[src/pkg/port_ctrl_pkg.sv]
// Constants and types for the host port control register
package port_ctrl_pkg;

	// ------------------------------------------------------------
	// Register layout
	// ------------------------------------------------------------
	localparam int unsigned CTRL_WIDTH        = 32;
	localparam int unsigned BIT_HALFWORD      = 0;
	localparam int unsigned BIT_HOST_TO_CPU   = 1;
	localparam int unsigned BIT_CPU_TO_HOST   = 2;
	localparam int unsigned BIT_RSVD_ONE      = 3;
	localparam int unsigned BIT_READ_AHEAD    = 4;
	localparam int unsigned BIT_SOFT_RESET    = 7;
	localparam int unsigned BIT_HALFWORD_STAT = 8;
	localparam int unsigned BIT_DUAL_MODE     = 9;
	localparam int unsigned BIT_ADDR_SELECT   = 11;

	// Reserved bit 3 always reads one
	localparam logic [31:0] CTRL_FIXED_ONES   = 32'h0000_0008;

	// Host-writable plain fields (select, dual, soft reset, halfword order)
	localparam logic [31:0] HOST_PLAIN_MASK   = 32'h0000_0a81;

	// Values after reset
	localparam logic        RST_HALFWORD      = 1'b0;
	localparam logic        RST_DUAL_MODE     = 1'b0;
	localparam logic        RST_ADDR_SELECT   = 1'b0;
	localparam logic        RST_IRQ           = 1'b0;
	localparam logic        RST_SOFT_RESET    = 1'b1;

	// Address register routing for host accesses
	typedef enum logic [1:0] {
		ROUTE_COMBINED,
		ROUTE_WRITE_REG,
		ROUTE_READ_REG
	} addr_route_t;

endpackage : port_ctrl_pkg

[src/pkg/ctrl_wr_if.sv]
// Decoded write strobes for one register access port
`timescale 1ns/1ps
`default_nettype none
interface ctrl_wr_if;
	logic        wr;
	logic [31:0] wdata;

	modport src  (output wr, output wdata);
	modport sink (input wr, input wdata);
endinterface : ctrl_wr_if
`default_nettype wire

[src/rtl/addr_router.sv]
// Chooses which address register a host address access reaches
`timescale 1ns/1ps
`default_nettype none
module addr_router
	import port_ctrl_pkg::*;
(
	// Configuration
	input  wire logic  dual_mode,
	input  wire logic  addr_select,
	// Routing result
	output addr_route_t route
);
	always_comb
	begin
		if (!dual_mode)
			route = ROUTE_COMBINED;
		else if (addr_select)
			route = ROUTE_READ_REG;
		else
			route = ROUTE_WRITE_REG;
	end
endmodule : addr_router
`default_nettype wire

[src/rtl/host_port_control.sv]
// Host port control and configuration register
// Functional notes
// - Host has full read/write; CPU reads, plus three write-one actions (bits 1, 2, 7); a CPU zero write to bit 7
//   clears soft reset unless the host writes in the same cycle or it falls on the first edge after reset release.
// - CPU writing one to cpu_to_host_irq raises host interrupt.
// - CPU writing one to port_soft_reset enters port software reset.
// - Dual mode: address_reg_select zero picks write reg, one read reg.
// - dual_addr_mode zero combines both address registers for host.
// - CPU always reaches both address registers separately.
// - halfword_order_status mirrors halfword_order on every write.
// - port_soft_reset resets to zero on host-port boot, else one.
// - Host write of one to read_ahead_request posts a prefetch.
// - read_ahead_request always reads back zero.
// - Host interrupt pin, active low, is inverse of cpu_to_host_irq.
// - Host writing one clears cpu_to_host_irq, pin goes high.
// - Writing zero to cpu_to_host_irq changes nothing.
// - Host writing one sets host_to_cpu_irq; zero writes do nothing.
// - CPU writing one clears host_to_cpu_irq.
// - halfword_order zero: first halfword MS; one: first halfword LS.
// - Hardware reset clears both interrupt bits at once.
`timescale 1ns/1ps
`default_nettype none
module host_port_control
	import port_ctrl_pkg::*;
(
	// Clock and reset
	input  wire logic        clk,
	input  wire logic        rst,
	// Boot strap, sampled at reset release
	input  wire logic        host_boot,
	// Host (owner) register access
	input  wire logic        host_wr,
	input  wire logic [31:0] host_wdata,
	output logic      [31:0] host_rdata,
	// CPU (non-owner) register access
	input  wire logic        cpu_wr,
	input  wire logic [31:0] cpu_wdata,
	output logic      [31:0] cpu_rdata,
	// Interrupts
	output logic             host_irq_n,
	output logic             cpu_irq,
	// Port control outputs
	output logic             port_in_reset,
	output logic             read_ahead_pulse,
	output logic             first_half_lsb,
	output addr_route_t      host_addr_route,
	output logic             cpu_addr_separate
);
	// ------------------------------------------------------------
	// Access ports
	// ------------------------------------------------------------
	ctrl_wr_if host_if ();
	ctrl_wr_if cpu_if ();

	assign host_if.wr    = host_wr;
	assign host_if.wdata = host_wdata;
	assign cpu_if.wr     = cpu_wr;
	assign cpu_if.wdata  = cpu_wdata;

	// ------------------------------------------------------------
	// Configuration fields
	// ------------------------------------------------------------
	logic addr_select_ff;
	logic dual_mode_ff;
	logic halfword_ff;
	logic halfword_stat_ff;
	logic soft_reset_ff;
	logic read_ahead_ff;
	logic boot_pending_ff;
	logic nxt_addr_select;
	logic nxt_dual_mode;
	logic nxt_halfword;
	logic nxt_halfword_stat;
	logic nxt_soft_reset;
	logic nxt_read_ahead;
	logic nxt_boot_pending;

	always_comb
	begin
		nxt_addr_select   = addr_select_ff;
		nxt_dual_mode     = dual_mode_ff;
		nxt_halfword      = halfword_ff;
		nxt_halfword_stat = halfword_stat_ff;
		nxt_soft_reset    = soft_reset_ff;
		nxt_read_ahead    = 1'b0;
		nxt_boot_pending  = 1'b0;
		// Strap caught on the first edge after release
		// boot strap value
		if (boot_pending_ff)
			nxt_soft_reset = !host_boot;
		if (host_if.wr)
		begin
			nxt_addr_select = host_if.wdata[BIT_ADDR_SELECT];
			nxt_dual_mode   = host_if.wdata[BIT_DUAL_MODE];
			nxt_halfword    = host_if.wdata[BIT_HALFWORD];
			nxt_halfword_stat = host_if.wdata[BIT_HALFWORD];
			nxt_soft_reset  = host_if.wdata[BIT_SOFT_RESET];
			nxt_read_ahead  = host_if.wdata[BIT_READ_AHEAD];
		end
		if (cpu_if.wr && cpu_if.wdata[BIT_SOFT_RESET])
			nxt_soft_reset = 1'b1;
		else if (cpu_if.wr && !host_if.wr && !boot_pending_ff)
			nxt_soft_reset = soft_reset_ff & cpu_if.wdata[BIT_SOFT_RESET];
	end

	always_ff @(posedge clk or posedge rst)
	begin
		if (rst)
		begin
			addr_select_ff   <= RST_ADDR_SELECT;
			dual_mode_ff     <= RST_DUAL_MODE;
			halfword_ff      <= RST_HALFWORD;
			halfword_stat_ff <= RST_HALFWORD;
			soft_reset_ff    <= RST_SOFT_RESET;
			read_ahead_ff    <= 1'b0;
			boot_pending_ff  <= 1'b1;
		end
		else
		begin
			addr_select_ff   <= nxt_addr_select;
			dual_mode_ff     <= nxt_dual_mode;
			halfword_ff      <= nxt_halfword;
			halfword_stat_ff <= nxt_halfword_stat;
			soft_reset_ff    <= nxt_soft_reset;
			read_ahead_ff    <= nxt_read_ahead;
			boot_pending_ff  <= nxt_boot_pending;
		end
	end

	// ------------------------------------------------------------
	// Interrupt flags
	// ------------------------------------------------------------
	logic cpu_to_host_irq;
	logic host_to_cpu_irq;

	irq_flag u_cpu_to_host (
		.clk     (clk),
		.rst     (rst),
		.set_one (cpu_if.wr && cpu_if.wdata[BIT_CPU_TO_HOST]),
		.clr_one (host_if.wr && host_if.wdata[BIT_CPU_TO_HOST]),
		.flag    (cpu_to_host_irq)
	);

	irq_flag u_host_to_cpu (
		.clk     (clk),
		.rst     (rst),
		.set_one (host_if.wr && host_if.wdata[BIT_HOST_TO_CPU]),
		.clr_one (cpu_if.wr && cpu_if.wdata[BIT_HOST_TO_CPU]),
		.flag    (host_to_cpu_irq)
	);

	// ------------------------------------------------------------
	// Address routing
	// ------------------------------------------------------------
	// host routing
	addr_router u_router (
		.dual_mode   (dual_mode_ff),
		.addr_select (addr_select_ff),
		.route       (host_addr_route)
	);

	assign cpu_addr_separate = 1'b1;

	// ------------------------------------------------------------
	// Read-back and outputs
	// ------------------------------------------------------------
	logic [31:0] ctrl_view;

	always_comb
	begin
		ctrl_view = CTRL_FIXED_ONES;
		ctrl_view[BIT_ADDR_SELECT]   = addr_select_ff;
		ctrl_view[BIT_DUAL_MODE]     = dual_mode_ff;
		ctrl_view[BIT_HALFWORD_STAT] = halfword_stat_ff;
		ctrl_view[BIT_SOFT_RESET]    = soft_reset_ff;
		ctrl_view[BIT_READ_AHEAD]    = 1'b0;
		ctrl_view[BIT_CPU_TO_HOST]   = cpu_to_host_irq;
		ctrl_view[BIT_HOST_TO_CPU]   = host_to_cpu_irq;
		ctrl_view[BIT_HALFWORD]      = halfword_ff;
	end

	assign host_rdata       = ctrl_view;
	assign cpu_rdata        = ctrl_view;
	assign host_irq_n       = !cpu_to_host_irq;
	assign cpu_irq          = host_to_cpu_irq;
	assign port_in_reset    = soft_reset_ff;
	assign read_ahead_pulse = read_ahead_ff;
	assign first_half_lsb   = halfword_ff;

endmodule : host_port_control
`default_nettype wire

[src/rtl/irq_flag.sv]
// Interrupt flag: one side sets by writing one, the other clears
`timescale 1ns/1ps
`default_nettype none
module irq_flag
	import port_ctrl_pkg::*;
(
	// Clock and reset
	input  wire logic clk,
	input  wire logic rst,
	// Write-one events
	input  wire logic set_one,
	input  wire logic clr_one,
	// Flag
	output logic      flag
);
	logic flag_ff;
	logic nxt_flag;

	always_comb
	begin
		nxt_flag = flag_ff;
		if (clr_one)
			nxt_flag = 1'b0;
		// Set wins over a clear in the same cycle
		if (set_one)
			nxt_flag = 1'b1;
	end

	always_ff @(posedge clk or posedge rst)
	begin
		if (rst)
			flag_ff <= RST_IRQ;
		else
			flag_ff <= nxt_flag;
	end

	assign flag = flag_ff;
endmodule : irq_flag
`default_nettype wire
[config.mk]
export PLATFORM = sky130hd
export DESIGN_NAME = host_port_control
export DESIGN_NICKNAME = d
export VERILOG_FILES = /design/src/pkg/port_ctrl_pkg.sv /design/src/pkg/ctrl_wr_if.sv /design/src/rtl/addr_router.sv /design/src/rtl/host_port_control.sv /design/src/rtl/irq_flag.sv
export SDC_FILE = /design/constraint.sdc
export NUM_CORES = 1
export LEC_CHECK = 0
export BUFFER_PORTS_ARGS = -buffer_cell sky130_fd_sc_hd__buf_2
export CORE_MARGIN = 1.5
export CORE_UTILIZATION = 27
export DETAILED_ROUTE_END_ITERATION = 7
export HOLD_SLACK_MARGIN = 0.1
export PLACE_DENSITY = 0.81
export SYNTH_ARGS = -nofsm -noshare
export SYNTH_HDL_FRONTEND = slang
export SYNTH_SLANG_ARGS = --single-unit
[constraint.sdc]
create_clock -name clk -period 1.4 [get_ports clk]
set_input_delay 0.28 -clock clk [delete_from_list [all_inputs] [get_ports clk]]
set_output_delay 0.28 -clock clk [all_outputs]
set_load 0.05 [all_outputs]
==> out/results.txt <==
Final hold viol count -> 0
Drt first pass iters -> 3
Compound-Gate Fraction of Synth Area -> 4.24%
Die area -> 3400 um2
Xor/xnor share of the synthesized area -> 0%
Largest cells by area after synthesis -> buf_4 (59%), dfrtp_1 (18%), dfstp_2 (6.4%)
Initial antenna violation count -> 0
Final nets -> 187
Endpoints failing setup -> 0
Final worst slack -> 0.0826 ns
Share of cells above drive strength 1 -> 39.3%
Max-slew violations -> 0
Post-Synth Simple-Gate Area -> 4.54%
Row cnt -> 19
Worst setup EP type -> primary output
Max cap viols -> 0
Num Clock Sinks -> 8
TNS Setup -> 0 ns
Clock slew at reported path FFs -> 0.05 ns
YS warnings -> 0
Worst Path Max Fanout -> 4
EDFF count, synth -> 0
Antenna-violating nets left -> 0
Fill cell count -> 293
Avg Synthesized Cell Area -> 8.99 um2
Gp weighted congestion -> 0.621
Worst Path Buf+Inv -> 1
Synth Flop Type -> dfrtp_1
H-tree Lvls -> 1
Distinct cells, synth -> 16
Fin crit share -> 94.1%
Number of DRC markers in iteration 0 -> 14
Placed insts -> 143
Worst path slowest cell -> dfstp_2
Final WL -> 1050 um
CTS tree -> built
Total core area -> 2830 um2
PwrDens -> 1420 nW/um2
Post-synthesis adder-cell area fraction -> 0%
Clock skew -> 0.0000393 ns
Number of global-route vias before repair -> 325
Non-filler cells, final -> 148
Leading cell type in the layout, fill and taps excluded -> conb_1
Post-synth top area share -> 59.0%
Mean routed wirelength per cell -> 7.07 um
Min Tclk post-route -> 1.32 ns
Aggregate global-route resource usage -> 5.32%
Worst ir drop on vdd -> 0.222 mV
Largest net degree at the start of global routing -> 9
DRC -> 0
Mux cell area share after synthesis -> 4.08%
LEAKAGE -> 0.480 nW
Critical path class -> flop to primary output
Synthesized instance count -> 92
Startpoint Class -> flop
Crit path max-delay family -> flip-flops
CTS buffer count -> 3
Unrepaired setup endpoints after global routing -> no
Via/cell ratio -> 3.20
Util after Layout -> 27.4%
First-pass GRT wire length -> 1320 um
Total grt overflow -> 0
Die Y -> 58.3 um
Outcome -> complete, no violations
Fmax -> 759 MHz
CP peak stage delay -> 0.54 ns
Port Buffers -> 35
CTS root buf -> clkbuf_4
Crit path cell chain -> buf_2
DP Worst Slack -> 0.254 ns
DP Wirelength -> 917 um
Worst EP arrival -> 1.04 ns
Most frequent cells in the layout -> conb_1 (52), buf_2 (34), dfrtp_1 (6)
Initial Utilization -> 29.2%
Antenna cell count -> 0
Power, Total -> 1.10 mW
Yosys reg bits -> 8
Data required time of the worst path -> 1.12 ns
Clock Path Buffers -> 2
Clk_lat worst skew -> 0.24 ns
Die Span X -> 58.3 um
I/O pins -> 141
Cell taking the most area after synthesis -> buf_4
Type of the most critical hold path -> primary input to flop
Main combinational cell family by area after synthesis -> buffers and inverters
Vias post-DR -> 473
Syn Std Cell Area -> 827 um2
Area grow syn2layout -> -6.20%
Async set-or-reset flop fraction in the synthesized netlist -> 100%
Post-synthesis sequential area ratio -> 24.5%
==> flip-flops by register name, indices dropped and copies added, names as in the netlist <==
register / flops
addr_select_ff: 1
halfword_stat_ff: 1
u_host_to_cpu.flag: 1
u_cpu_to_host.flag: 1
read_ahead_pulse: 1
port_in_reset: 1
dual_mode_ff: 1
boot_pending_ff: 1
==> metrics by stage <==
stage	cell area (um2)	hold WS, ns
final	776	0.196
after global routing	776	0.199
after CTS	773	0.188
after detailed placement	737	0.237
after global placement	737	0.235
after floorplan	1010	0.0942
==> worst register-to-register path, cell delays in order (launching register included) <==
cell,delay [ns]
dfstp_2,0.54
or4b_1,0.43
o311ai_1,0.08
==> cells by family after synthesis <==
group           after synthesis
compound gates                4
buf+inv                      69
flops                         8
mux                           3
other cells                   2
simple gates                  6
==> final timing paths <==
kind	from	to	cells after the start	slack, ns
hold / removal	host_boot	port_in_reset$_DFFE_PP1P_	2	0.20
setup reg to reg	port_in_reset$_DFFE_PP1P_	port_in_reset$_DFFE_PP1P_	2	0.25
min in group asynchronous	rst	halfword_stat_ff$_DFFE_PP0P_	3	0.51
max in group asynchronous	rst	port_in_reset$_DFFE_PP1P_	3	0.60
setup / recovery	port_in_reset$_DFFE_PP1P_	cpu_rdata[7]	1	0.08
hold reg to reg	boot_pending_ff$_DFF_PP1_	port_in_reset$_DFFE_PP1P_	2	0.50
==> synthesized netlist by cell type (2+ instances only) <==
cell	instances
inv_1	3
nand2_1	2
mux2_2	3
buf_4	65
dfrtp_1	6
conb_1	2
dfstp_2	2
==> area by class of cell <==
cell class	instances	area (um2)	share of cell area (%)
Clock buffer	4	26.3	3.39
Inverter	3	11.3	1.45
Multi-Input combinational cell	65	302	38.9
Sequential cell	8	203	26.1
Tap cell	31	38.8	5.00
Timing Repair Buffer	37	195	25.2
==> power breakdown <==
part	internal [mW]	total [mW]	switching (mW)	leakage, nW
logic	0.0817	0.649	0.567	0.374
registers	0.256	0.274	0.0179	0.0917
clock network	0.109	0.180	0.0718	0.0150
==> metal layers <==
layer	GRT usage (%)	vias to the layer above	wire, um
met5	0	-	0
met4	4.98	0	21
met3	2.20	2	198
met2	8.67	51	504
met1	5.01	201	321
li1	-	219	-
==> timing repair <==
action	in CTS	in global routing
hold buffers	1	0
resized for setup	0	1
endpoints found under the setup margin	0	1
hold endpoints to repair	6	0
setup buffers	0	0
Power figures use the tool's default switching activity.
